===== src/ssc_regs.vh =====
// constants of the setpoint sequence controller
`ifndef SSC_REGS_VH
`define SSC_REGS_VH
`define SSC_ADDR_W 8
`define SSC_U_W 16
`define SSC_I_W 16
`define SSC_T_W 16
`define SSC_REP_W 8
`define SSC_ST_IDLE 2'h0
`define SSC_ST_RUN 2'h1
`define SSC_ST_HOLD 2'h2
`define SSC_TICK_NS 10000000
`define SSC_CLK_NS 100
`define SSC_TICK_CYC (`SSC_TICK_NS / `SSC_CLK_NS)
`define SSC_SLOW_HALF_TICKS 8'h32
`define SSC_FAST_HALF_TICKS 8'h0a
`endif


===== src/ssc_lamp.v =====
// indicator lamp blink generator
`timescale 1ns/100ps
`include "ssc_regs.vh"
module ssc_lamp #(
    parameter TICK_CYC = `SSC_TICK_CYC
) (
    input wire clk,
    input wire rst,
    input wire ce,
    input wire [1:0] state,
    output reg lamp
);
    reg [31:0] pre_q;
    reg [7:0] half_q;
    wire tick = (pre_q == TICK_CYC - 1);
    wire [7:0] limit = (state == `SSC_ST_RUN) ? `SSC_FAST_HALF_TICKS : `SSC_SLOW_HALF_TICKS;
    // prescaler and half period counter
    always @(posedge clk or posedge rst) begin
        if (rst) begin
            pre_q <= 32'h0;
            half_q <= 8'h0;
            lamp <= 1'b1;
        end else if (ce) begin
            pre_q <= tick ? 32'h0 : pre_q + 32'h1;
            if (state == `SSC_ST_IDLE) begin
                half_q <= 8'h0;
                lamp <= 1'b1;
            end else if (tick) begin
                if (half_q >= limit - 8'h1) begin
                    half_q <= 8'h0;
                    lamp <= ~lamp;
                end else begin
                    half_q <= half_q + 8'h1;
                end
            end
        end
    end
endmodule


===== src/ssc_seq.v =====
// setpoint sequence controller top
`timescale 1ns/100ps
`include "ssc_regs.vh"
module ssc_seq #(
    parameter TICK_CYC = `SSC_TICK_CYC
) (
    input wire CLOCK,
    input wire RST,
    input wire CE,
    input wire RESTART_COMMAND,
    input wire STEP_COMMAND,
    input wire GOTO_START_COMMAND,
    input wire RESUME_COMMAND,
    input wire HOLD_COMMAND,
    input wire END_CURRENT_COMMAND,
    input wire [`SSC_ADDR_W-1:0] START_ADDR,
    input wire [`SSC_ADDR_W-1:0] STOP_ADDR,
    input wire [`SSC_REP_W-1:0] REPEAT_COUNT,
    input wire [`SSC_U_W-1:0] MEM_VOLTAGE,
    input wire [`SSC_I_W-1:0] MEM_CURRENT,
    input wire [`SSC_T_W-1:0] MEM_DWELL,
    input wire MEM_SIGNAL,
    input wire MEM_OUTPUT_ON,
    output wire [`SSC_ADDR_W-1:0] MEM_ADDR,
    output reg [`SSC_U_W-1:0] VOLTAGE_SETPOINT,
    output reg [`SSC_I_W-1:0] CURRENT_SETPOINT,
    output reg SIGNAL_OUTPUT,
    output reg POWER_OUTPUT_ON,
    output wire [1:0] SEQ_STATE,
    output wire STEP_MODE,
    output wire [`SSC_REP_W-1:0] REMAINING_REPEATS,
    output wire SEQUENCE_INDICATOR_LAMP
);
    // ------------------------------------------------------------
    // state
    // ------------------------------------------------------------
    // state codes
    localparam ST_IDLE = `SSC_ST_IDLE;
    localparam ST_RUN = `SSC_ST_RUN;
    localparam ST_HOLD = `SSC_ST_HOLD;

    // sequencer registers and their next values
    reg [1:0] state_q;
    reg [1:0] state_d;
    reg [`SSC_ADDR_W-1:0] addr_q;
    reg [`SSC_ADDR_W-1:0] addr_d;
    reg [`SSC_REP_W-1:0] rrep_q;
    reg [`SSC_REP_W-1:0] rrep_d;
    reg step_mode_q;
    reg step_mode_d;
    // pending load of the memory word at addr_q
    reg apply_q;
    reg apply_d;
    reg apply_out_q; // load also takes output on/off from memory
    reg apply_out_d;
    reg timing_q; // dwell timer runs after the load
    reg timing_d;
    // dwell time left, in ticks
    reg [`SSC_T_W-1:0] dwell_q;
    reg [`SSC_T_W-1:0] dwell_d;
    // prescaler that makes one dwell tick
    reg [31:0] tick_q;
    reg [31:0] tick_d;
    // next values of the output registers
    reg [`SSC_U_W-1:0] voltage_d;
    reg [`SSC_I_W-1:0] current_d;
    reg signal_d;
    reg power_on_d;
    // decoded state
    reg in_idle;
    reg in_run;
    reg in_hold;

    // ------------------------------------------------------------
    // decoded conditions
    // ------------------------------------------------------------
    // prescaler wraps once per dwell tick
    wire tick = (tick_q == TICK_CYC - 1);
    // address after the current one, wrapping at stop to start
    wire at_stop = (addr_q == STOP_ADDR);
    wire [`SSC_ADDR_W-1:0] next_addr = at_stop ? START_ADDR : addr_q + 8'h01;
    // stop location of the final pass
    wire last_loc = at_stop && (rrep_q == 8'h00);
    // restart is also how a sequence leaves idle, there is no other start
    wire take_restart = RESTART_COMMAND;
    wire take_goto = !take_restart && GOTO_START_COMMAND && !in_idle;
    wire take_step = !take_restart && !take_goto && STEP_COMMAND && in_hold;
    wire prior3 = take_restart || take_goto || take_step;
    wire take_resume = !prior3 && RESUME_COMMAND && in_hold;
    wire take_hold = !prior3 && !take_resume && HOLD_COMMAND && in_run;
    wire take_end = !prior3 && !take_resume && !take_hold && END_CURRENT_COMMAND && in_hold;
    wire any_cmd = prior3 || take_resume || take_hold || take_end;
    // dwell countdown runs only when no command intervenes
    wire counting = !any_cmd && in_run && timing_q && !apply_q;

    // ------------------------------------------------------------
    // outputs
    // ------------------------------------------------------------
    // status straight from the registers
    assign MEM_ADDR = addr_q;
    assign SEQ_STATE = state_q;
    assign STEP_MODE = step_mode_q;
    assign REMAINING_REPEATS = rrep_q;

    // ------------------------------------------------------------
    // state decode
    // ------------------------------------------------------------
    // one flag per sequencer state
    always @* begin
        in_idle = 1'b0;
        in_run = 1'b0;
        in_hold = 1'b0;
        case (state_q)
            ST_IDLE: begin
                in_idle = 1'b1;
            end
            ST_RUN: begin
                in_run = 1'b1;
            end
            ST_HOLD: begin
                in_hold = 1'b1;
            end
            default: begin
                in_idle = 1'b1; // unused code behaves as idle
            end
        endcase
    end

    // ------------------------------------------------------------
    // setpoint load
    // ------------------------------------------------------------
    // the word at the new address lands one cycle after it is selected
    always @* begin
        voltage_d = VOLTAGE_SETPOINT;
        current_d = CURRENT_SETPOINT;
        signal_d = SIGNAL_OUTPUT;
        if (apply_q) begin
            voltage_d = MEM_VOLTAGE;
            current_d = MEM_CURRENT;
            signal_d = MEM_SIGNAL;
        end
    end

    // ------------------------------------------------------------
    // command decode and sequencing
    // ------------------------------------------------------------
    // defaults keep every register except the load flags, which clear, then the taken command overrides
    always @* begin
        state_d = state_q;
        addr_d = addr_q;
        rrep_d = rrep_q;
        step_mode_d = step_mode_q;
        apply_d = 1'b0;
        apply_out_d = 1'b0;
        timing_d = timing_q;
        dwell_d = dwell_q;
        tick_d = tick_q;
        power_on_d = POWER_OUTPUT_ON;
        // a pending load may take the output state and arm the timer
        if (apply_q) begin
            if (apply_out_q) begin
                power_on_d = MEM_OUTPUT_ON;
            end
            if (timing_q) begin
                dwell_d = MEM_DWELL;
                tick_d = 32'h0;
            end
        end
        if (take_restart) begin
            // back to start, timed run, output forced on
            state_d = ST_RUN;
            power_on_d = 1'b1;
            addr_d = START_ADDR;
            rrep_d = REPEAT_COUNT;
            step_mode_d = 1'b0;
            apply_d = 1'b1;
            timing_d = 1'b1;
        end else if (take_goto) begin
            // start word, untimed, then hold
            state_d = ST_HOLD;
            power_on_d = 1'b1;
            addr_d = START_ADDR;
            rrep_d = REPEAT_COUNT;
            step_mode_d = 1'b1;
            apply_d = 1'b1;
            timing_d = 1'b0;
        end else if (take_step) begin
            // next word, untimed, repetitions untouched even on wrap
            addr_d = next_addr;
            step_mode_d = 1'b1;
            apply_d = 1'b1;
            timing_d = 1'b0;
        end else if (take_resume) begin
            // timed run from the next word, or idle when at the stop location of the final pass
            state_d = ST_RUN;
            step_mode_d = 1'b0;
            if (last_loc) begin
                state_d = ST_IDLE;
            end else begin
                if (at_stop) begin
                    rrep_d = rrep_q - 8'h01;
                end
                addr_d = next_addr;
                apply_d = 1'b1;
                timing_d = 1'b1;
            end
        end else if (take_hold) begin
            // suspended location keeps its setpoints
            state_d = ST_HOLD;
            timing_d = 1'b0;
        end else if (take_end) begin
            // end here: idle, output state from the current word
            state_d = ST_IDLE;
            step_mode_d = 1'b0;
            apply_d = 1'b1;
            apply_out_d = 1'b1;
            timing_d = 1'b0;
        end else if (counting) begin
            // dwell countdown in ticks
            tick_d = tick ? 32'h0 : tick_q + 32'h1;
            if (dwell_q == 16'h0000) begin
                if (last_loc) begin
                    state_d = ST_IDLE;
                    timing_d = 1'b0;
                end else begin
                    if (at_stop) begin
                        rrep_d = rrep_q - 8'h01;
                    end
                    addr_d = next_addr;
                    apply_d = 1'b1;
                end
            end else if (tick) begin
                dwell_d = dwell_q - 16'h0001;
            end
        end
    end

    // ------------------------------------------------------------
    // registers
    // ------------------------------------------------------------
    // everything freezes while the clock enable is low
    always @(posedge CLOCK or posedge RST) begin
        if (RST) begin
            state_q <= ST_IDLE;
            addr_q <= 8'h00;
            rrep_q <= 8'h00;
            step_mode_q <= 1'b0;
            apply_q <= 1'b0;
            apply_out_q <= 1'b0;
            timing_q <= 1'b0;
            dwell_q <= 16'h0000;
            tick_q <= 32'h0;
            VOLTAGE_SETPOINT <= 16'h0000;
            CURRENT_SETPOINT <= 16'h0000;
            SIGNAL_OUTPUT <= 1'b0;
            POWER_OUTPUT_ON <= 1'b0;
        end else if (CE) begin
            state_q <= state_d;
            addr_q <= addr_d;
            rrep_q <= rrep_d;
            step_mode_q <= step_mode_d;
            apply_q <= apply_d;
            apply_out_q <= apply_out_d;
            timing_q <= timing_d;
            dwell_q <= dwell_d;
            tick_q <= tick_d;
            VOLTAGE_SETPOINT <= voltage_d;
            CURRENT_SETPOINT <= current_d;
            SIGNAL_OUTPUT <= signal_d;
            POWER_OUTPUT_ON <= power_on_d;
        end
    end

    // ------------------------------------------------------------
    // indicator lamp
    // ------------------------------------------------------------
    ssc_lamp #(.TICK_CYC(TICK_CYC)) u_lamp (
        .clk(CLOCK),
        .rst(RST),
        .ce(CE),
        .state(state_q),
        .lamp(SEQUENCE_INDICATOR_LAMP)
    );
endmodule


===== config.mk =====
export PLATFORM = sky130hd
export DESIGN_NAME = ssc_seq
export DESIGN_NICKNAME = d
export VERILOG_FILES = /design/src/ssc_lamp.v /design/src/ssc_seq.v
export VERILOG_INCLUDE_DIRS = /design/src
export SDC_FILE = /design/constraint.sdc
export NUM_CORES = 1
export LEC_CHECK = 0
export ABC_CLOCK_PERIOD_IN_PS = 3940
export BUFFER_PORTS_ARGS = -buffer_cell sky130_fd_sc_hd__clkbuf_2
export CORE_ASPECT_RATIO = 1.75
export CORE_MARGIN = 5
export CORE_UTILIZATION = 51
export CTS_CLUSTER_SIZE = 24
export DETAILED_ROUTE_END_ITERATION = 8
export PLACE_DENSITY = 0.85
export SETUP_SLACK_MARGIN = 0.3
export SLEW_MARGIN = 10
export SYNTH_ARGS = -nofsm -noshare
export SYNTH_HDL_FRONTEND = slang
export SYNTH_SLANG_ARGS = --single-unit

===== constraint.sdc =====
create_clock -name CLOCK -period 3.94 [get_ports CLOCK]
set_input_delay 0.394 -clock CLOCK [delete_from_list [all_inputs] [get_ports CLOCK]]
set_output_delay 0.394 -clock CLOCK [all_outputs]
set_load 0.05 [all_outputs]

# Word level (Yosys, flattened, before mapping)
# Cells that the tools add are included.
totals:
  ff_bits: 145
  out_inout_bits: 54
op_classes:
  n_addsub: 7
  magnitude_cmp: 1
  eq_ne: 11
  muxes: 96
  bitwise_logic: 1
  n_reduce_logical: 57
ops:
  columns: ["op", "n"]
  rows:
  - ["2-to-1 mux 32 bit", 11]
  - ["2-to-1 mux 8 bit", 23]
  - ["2-to-1 mux 16 bit", 11]
  - ["adder 32 x 1 -> 32 bit (second input constant)", 2]
  - ["equality test 32 x 17 -> 1 bit (second input constant)", 2]
  - ["2-to-1 mux 1 bit", 41]
  - ["nonzero test 7 bit", 3]
  - ["2-to-1 mux 2 bit", 9]
  - ["nonzero test 6 bit", 3]
  - ["logical AND 1 bit", 17]
  - ["adder 8 x 1 -> 8 bit (second input constant)", 2]
  - ["zero test 16 bit", 1]
  - ["subtractor 16 x 1 -> 16 bit (second input constant)", 1]
  - ["subtractor 8 x 1 -> 8 bit (second input constant)", 2]
  - ["!= test 5 bit (second input constant)", 3]
  - ["AND reduction 5 bit", 3]
  - ["nonzero test 5 bit", 3]
  - ["AND reduction 3 bit", 3]
  - ["equality test 8 bit", 1]
  - ["greater-or-equal comparator 8 bit", 1]
  - ["zero test 8 bit", 1]
  - ["!= test 4 bit (second input constant)", 2]
  - ["nonzero test 4 bit", 2]
  - ["zero test 1 bit", 7]
  - ["other kinds (12)", 19]

# Logic depth before layout (Yosys ltp)
# Gate-level depths: netlist of the first run.
depth:
  word_depth: 31
  mapped_depth: 11
  ltp_nobuf: 9

# Hierarchy
# A second synthesis of the first run with hierarchy kept.
unflattened:
  hier_cells: 836
  hier_area_um2: 8056.5
modules_own_cells:
  columns: ["mod", "n_inst", "cells_per_inst", "area_each_um2", "seq_area_each_um2"]
  rows:
  - ["ssc_seq", 1, 634, 5950.7, 2602.5]
  - ["ssc_lamp", 1, 202, 2105.8, 1027.2]

# Least setup slack after synthesis of the first run
# No wires, ideal clock.
synth_path:
  kind: "flip-flop to flip-flop"
  start: "register state_q[0] (netlist: SEQ_STATE[0])"
  end: "register dwell_q[10]"
  setup_time_ns: 0.121
  arrival_time_ns: 2.925
  required_time_ns: 3.819
  path_slack_ns: 0.894
  path_stages_with_launch: 9
  path_buffers: 0
  synth_period_minus_slack_ns: 3.046
  cell_sequence: "dfrtp_1 > inv_1 > ha_1 > a21oi_1 > nand4_1 > or4_4 > or4_1 > a21o_1 > a22o_1"
synth_via:
  elab_chain_len: 31
synth_lines:
  columns: ["item", "line", "text"]
  rows:
  - ["start, declared", "ssc_seq.v:43", "reg [1:0] state_q;"]
  - ["start signal, assigned", "ssc_seq.v:258", "state_q <= state_d;"]
  - ["equality test 2 bit or equality test 2 x 1 -> 1 bit (tied branches)", "ssc_seq.v:113", "case (state_q)"]
  - ["OR reduction 2 bit (no source line)", null, null]
  - ["logical AND 1 bit", "ssc_seq.v:86", "wire take_goto = !take_restart && GOTO_START_COMMAND && !in_idle;"]
  - ["zero test 1 bit", "ssc_seq.v:87", "wire take_step = !take_restart && !take_goto && STEP_COMMAND && in_hold;"]
  - ["logical AND 1 bit (3 in a row)", "ssc_seq.v:87", null]
  - ["logical OR 1 bit", "ssc_seq.v:88", "wire prior3 = take_restart || take_goto || take_step;"]
  - ["zero test 1 bit", "ssc_seq.v:89, ssc_seq.v:90, ssc_seq.v:91", null]
  - ["logical AND 1 bit (2 in a row)", "ssc_seq.v:89", "wire take_resume = !prior3 && RESUME_COMMAND && in_hold;"]
  - ["[10 not listed]", null, null]
  - ["logical AND 1 bit (3 in a row)", "ssc_seq.v:94", "wire counting = !any_cmd && in_run && timing_q && !apply_q;"]
  - ["2-to-1 mux 16 bit", "ssc_seq.v:218", "end else if (counting) begin"]
  - ["2-to-1 mux 16 bit", "ssc_seq.v:211", "end else if (take_end) begin"]
  - ["2-to-1 mux 16 bit", "ssc_seq.v:207", "end else if (take_hold) begin"]
  - ["2-to-1 mux 16 bit", "ssc_seq.v:193", "end else if (take_resume) begin"]
  - ["2-to-1 mux 16 bit", "ssc_seq.v:187", "end else if (take_step) begin"]
  - ["2-to-1 mux 16 bit (*)", "ssc_seq.v:178", "end else if (take_goto) begin"]
  - ["2-to-1 mux 16 bit (*)", "ssc_seq.v:169", "if (take_restart) begin"]
  - ["end signal, assigned", "ssc_seq.v:265", "dwell_q <= dwell_d;"]
  - ["end, declared", "ssc_seq.v:59", "reg [`SSC_T_W-1:0] dwell_q;"]
# Mark *: on every way between the ends. The rest lies on a longest branch, timed or not.
# A chain may end at the register's enable or synchronous reset.

# Worst setup path in the final report of the first run
layout_path:
  start: "register state_q[1] (netlist: SEQ_STATE[1])"
  end: "register dwell_q[14]"
# The elaborated chain is that of the path after synthesis.

==> results_dict.tcl, run 1 <==
set metrics [dict create \
    outcome "completed" \
    cpLargestDelayFamily "simple AND/OR/NAND/NOR gates" \
    cts_hold_buf 0 \
    ys_ff_latch 145 \
    synth_enable_flop_cells 0 \
    clock_skew_ns 0.0187 \
    core_area_um2 14900 \
    rsz0062_at_grt "false" \
    netlist_area_um2 7780 \
    syn2layout_area_growth_pct 19.3 \
    port_buffers 136 \
    hold_ws_ns 0.156 \
    die_area_um2 17900 \
    drive_above_1_share 0.243 \
    fmax_ghz 0.305 \
    insertion_delay_ns 0.43 \
    clock_sinks 145 \
    start_util 0.522 \
    overflow 0 \
    ios 137 \
    tritoncts "done" \
    drtPass1Iterations 5 \
    hold_class "input pin to async pin" \
    path_max_fanout 23 \
    yosysSeqAreaShare 0.467 \
    vias 7126 \
    period_share 0.832 \
    drc 0 \
    avgSynthCellArea_um2 9.56 \
    path_cells "inv_1 -> ha_1 -> a21oi_2 -> buf_4 -> nand4_1 -> or4_4 -> nor2_1 -> nand3_1 -> a32o_1" \
    power.density_nw_per_um2 610 \
    cp_num_buf_inv 2 \
    yosysWarnings 0 \
    antenna_found_initial 0 \
    nNetsFinal 1049 \
    hold_viol_final 0 \
    arrival_ns 3.59 \
    wl_per_cell_um 18.4 \
    avgViaCountPerCell 6.21 \
    ant_nets 0 \
    worst_setup_path_start_kind "register" \
    slew_headroom 0.234 \
    worstMarginPinSlew_ns 1.14 \
    critPathRequiredTime_ns 4.25 \
    cp_slowest_stage_delay_ns 0.68 \
    grt_pass1_wl_mm 33.7 \
    grt_start_max_net_pins 73 \
    cp-end-kind "register" \
    synth_cells 814 \
    fin_crit_ns 3.28 \
    cts_inserted_buffers 17 \
    setup-violations-final 0 \
    most-common-layout-cells "dfrtp_1, clkbuf_2, nand2_1, nor2_1, o21ai_0" \
    diodes 0 \
    routed_wl_mm 21.2 \
    drv_cap 0 \
    post_cts_buffers 0 \
    rows 59 \
    drv_slew 0 \
    finalSetupTns_ns 0 \
    grt.total_usage 0.233 \
    synth_cell_types 64 \
    final_common_cell "dfrtp_1" \
    gp_congestion 0.875 \
    root_buffer "clkbuf_16" \
    crit_type "register to register" \
    first_global_vias 7032 \
    leakage_uw 0.00420 \
    path_clk_slew_ns 0.08 \
    syn_nets 912 \
    hpwl_mm 14.8 \
    clockBufferDepth 2 \
    synth-main-ff-cell "dfrtp_1" \
    ir_worst_vdd_v 0.000446 \
    crit_path_top_delay_cell "or4_4" \
    post_cts_resized 0 \
    dieWidth_um 103 \
    chipHeight_um 173 \
    htree_levels 4 \
    async_flop_share 1.00 \
    drt_iter0_drc 603 \
]
-- synth_stat cells, drive strengths merged, types with 5 or more instances --
master  instances  share of area
nand3          36          0.023
a41oi           7         0.0079
a41o            5         0.0064
nor3           22          0.014
and2            7         0.0056
nor4b           5         0.0076
a311oi          7         0.0079
a21oi          49          0.032
mux2           36          0.052
clkbuf         23          0.011
xor2           11          0.012
nor2           69          0.033
o31ai           7         0.0068
nand2b          7         0.0056
xnor2          27          0.030
nor4           17          0.015
o21ai          62          0.041
nand4          25          0.020
ha             15          0.024
a31oi          18          0.014
a211oi          8         0.0084
dfrtp         144           0.46
inv            25          0.012
a22o           10          0.011
buf             9         0.0074
a21o            6         0.0058
and4            8         0.0090
or4             6         0.0063
and3           17          0.014
nand2          76          0.037
nor2b           8         0.0064
-- cell families after synthesis --
kind of cell               after synthesis  synth area share
and+or+nand+nor                        314             0.208
AOI/OAI and AO/OA                      205             0.171
DFF                                    145             0.467
buffers and inverters                   57            0.0306
muxes                                   40            0.0573
xor gates and xnor gates                38            0.0428
adders and majority gates               15            0.0241
-- report_power, final --
part,internal [µW],switching [µW]
Sequential,1790,346
Clock,858,773
Combinational,605,1280
-- final cells by class --
class | instances | area [µm²]
multi-input combinational | 612 | 3920
clock buffer | 17 | 425
clock inverter | 15 | 180
fill | 1194 | 5630
sequential | 145 | 3630
inverter | 25 | 97.6
tap | 183 | 229
timing repair buffer | 150 | 798
-- stage by stage --
step | area (µm²) | util | setup WS (ns) | std cells | total power [µW]
floorplan | 7780 | - | 0.894 | 814 | 3500
global placement | 8670 | 0.582 | 0.824 | 1115 | 3960
detailed placement | 8670 | 0.582 | 0.707 | 1115 | 4020
CTS | 9280 | 0.622 | 0.684 | 1147 | 5670
global route | 9280 | 0.622 | 0.434 | 1147 | 5900
finish | 9280 | 0.622 | 0.660 | 1147 | 5660
-- final timing paths --
kind | startpoint | end | slack [ns] | cells past startpoint
setup / recovery | SEQ_STATE[1]$_DFFE_PP0P_ | dwell_q[14]$_DFFE_PP0P_ | 0.66 | 9
hold / removal | RST | CURRENT_SETPOINT[14]$_DFFE_PP0P_ | 0.16 | 2
setup reg to reg | SEQ_STATE[1]$_DFFE_PP0P_ | dwell_q[14]$_DFFE_PP0P_ | 0.66 | 9
hold reg to reg | u_lamp.pre_q[31]$_DFFE_PP0P_ | u_lamp.pre_q[31]$_DFFE_PP0P_ | 0.48 | 1
max in group asynchronous | RST | u_lamp.lamp$_DFFE_PP1P_ | 2.80 | 3
min in group CLOCK | MEM_CURRENT[1] | CURRENT_SETPOINT[1]$_DFFE_PP0P_ | 0.19 | 2
-- registers in the layout, summed over array words and instances, names as in the netlist, 2 cells and up --
name,flops
dwell_q,16
u_lamp.half_q,8
VOLTAGE_SETPOINT,16
MEM_ADDR,8
tick_q,32
CURRENT_SETPOINT,16
SEQ_STATE,2
REMAINING_REPEATS,8
u_lamp.pre_q,32
-- per-layer routing --
layer | routed length [µm] | vias to the layer above | share of wire | global-route usage
li1 | - | 3285 | - | -
met1 | 7620 | 3474 | 0.36 | 0.253
met2 | 11600 | 289 | 0.55 | 0.422
met3 | 1020 | 78 | 0.048 | 0.0423
met4 | 906 | 0 | 0.043 | 0.110
met5 | 0 | - | 0 | 0
No activity file was read; power rests on OpenSTA's default activity.
==> run 2, diff against run 1 <==
- ABC_CLOCK_PERIOD_IN_PS: 3940 -> 3000
- clock period: 3.94 -> 3 ns (I/O delays scaled with it)
==> results_dict.tcl, run 2 (synthesized netlist as in run 1, its figures left out) <==
set metrics [dict create \
    routed_wl_mm 22.1 \
    insertion_delay_ns 0.43 \
    cts_inserted_buffers 17 \
    grt_start_max_net_pins 44 \
    wl_per_cell_um 19.0 \
    ir_worst_vdd_v 0.000552 \
    nNetsFinal 1070 \
    grt_pass1_wl_mm 36.4 \
    stdcell_count 1168 \
    placed_area_um2 8780 \
    first_global_vias 7236 \
    path_max_fanout 7 \
    chipHeight_um 173 \
    htree_levels 4 \
    cp-end-kind "register" \
    port_buffers 136 \
    leakage_uw 0.00430 \
    worstMarginPinSlew_ns 0.856 \
    fill_cells 1168 \
    most-common-layout-cells "dfrtp_1, clkbuf_2, nand2_1, nor2_1, o21ai_0" \
    clock_skew_ns 0.0112 \
    drv_cap 0 \
    drive_above_1_share 0.271 \
    hold_class "input pin to register" \
    dieWidth_um 103 \
    start_util 0.522 \
    rsz0062_at_grt "true" \
    clockBufferDepth 2 \
    gp_congestion 0.927 \
    ant_nets 0 \
    ios 137 \
    core_area_um2 14900 \
    clock_sinks 145 \
    outcome "completed" \
    antenna_found_initial 0 \
    root_buffer "clkbuf_16" \
    drc 0 \
    placed_cells 1126 \
    fin_area_um2 9480 \
    syn2layout_area_growth_pct 21.9 \
    setup-violations-final 0 \
    worst_setup_path_start_kind "register" \
    rows 59 \
    tritoncts "done" \
    fin_crit_ns 2.65 \
    hpwl_mm 15.5 \
    arrival_ns 2.96 \
    period_share 0.882 \
    grt.total_usage 0.252 \
    diodes 0 \
    overflow 0 \
    path_clk_slew_ns 0.07 \
    die_area_um2 17900 \
    slew_headroom 0.424 \
    finalSetupTns_ns 0 \
    drtPass1Iterations 5 \
    top_regs "tick_q x32, u_lamp.pre_q x32" \
    drt_iter0_drc 659 \
    fmax_ghz 0.378 \
    power.density_nw_per_um2 794 \
    vias 7180 \
    hold_viol_final 0 \
    drv_slew 0 \
    crit_type "register to register" \
    final_common_cell "dfrtp_1" \
    avgViaCountPerCell 6.15 \
    critPathRequiredTime_ns 3.31 \
]
==> run 2: changes by cell type in the layout (fill, tap and decap cells not counted), moves of 3 or more <==
cell,change
ha_1,-3
dfrtp_1,-3
dfrtp_2,+3
buf_4,+19
==> run 2: path summary, 6_finish.rpt <==
kind | start | slack, ns | end | depth (start not counted)
max | SEQ_STATE[0]$_DFFE_PP0P_ | 0.35 | dwell_q[10]$_DFFE_PP0P_ | 8
min | MEM_VOLTAGE[9] | 0.1 | VOLTAGE_SETPOINT[9]$_DFFE_PP0P_ | 2
max reg2reg | SEQ_STATE[0]$_DFFE_PP0P_ | 0.35 | dwell_q[10]$_DFFE_PP0P_ | 8
min reg2reg | u_lamp.pre_q[31]$_DFFE_PP0P_ | 0.47 | u_lamp.pre_q[31]$_DFFE_PP0P_ | 1
max in group asynchronous | RST | 1.61 | u_lamp.lamp$_DFFE_PP1P_ | 5
min in group asynchronous | RST | 0.42 | MEM_ADDR[0]$_DFFE_PP0P_ | 3
==> run 2: layout make-up <==
type                            instances  area (µm²)  area share
Multi-Input combinational cell        613        3980       0.420
Inverter                               25        97.6      0.0103
Sequential cell                       145        3630       0.383
Timing Repair Buffer                  170         951       0.100
Clock inverter                         15         164      0.0173
Tap cell                              183         229      0.0241
Clock buffer                           17         425      0.0449
==> run 2: per-stage QoR <==
stage / total power (µW) / hold WS, ns / worst slack, ns / util
2_1_floorplan: 4620 / 0.433 / 0.316 / -
6_report: 7530 / 0.0982 / 0.353 / 0.636
3_5_place_dp: 5360 / 0.326 / 0.186 / 0.589
3_3_place_gp: 5270 / 0.316 / 0.256 / 0.589
4_1_cts: 7500 / 0.0896 / 0.339 / 0.630
5_1_grt: 7890 / 0.0874 / 0.263 / 0.636
==> run 2: report_power, final <==
part	internal [µW]	leakage (µW)	switching [µW]
combinational	849	0.00220	1730
clock	1120	0.000288	981
sequential	2360	0.00181	486
==> run 2: metal layers <==
| layer | track usage | wire length (µm) |
|---|---|---|
| met4 | 0.127 | 1040 |
| met3 | 0.0475 | 1210 |
| met2 | 0.440 | 12000 |
| met5 | 0 | 0 |
| met1 | 0.284 | 7850 |
==> run 2: critical path, stage by stage (launching register included) <==
cell and delay [ns]:
dfrtp_2 0.41, inv_2 0.08, ha_2 0.23, a21oi_1 0.17, nand4_1 0.16, or4_4 0.54
or4_1 0.53, a21o_1 0.22, a22o_1 0.18
==> run 2: repair_timing <==
action | CTS | global route
resized for setup | 0 | 7
pin swaps | 2 | 2
setup buffers | 2 | 6
hold buffers | 1 | 0
hold endpoints to repair | 17 | 0
cloned | 0 | 1
setup endpoints to repair | 2 | 29
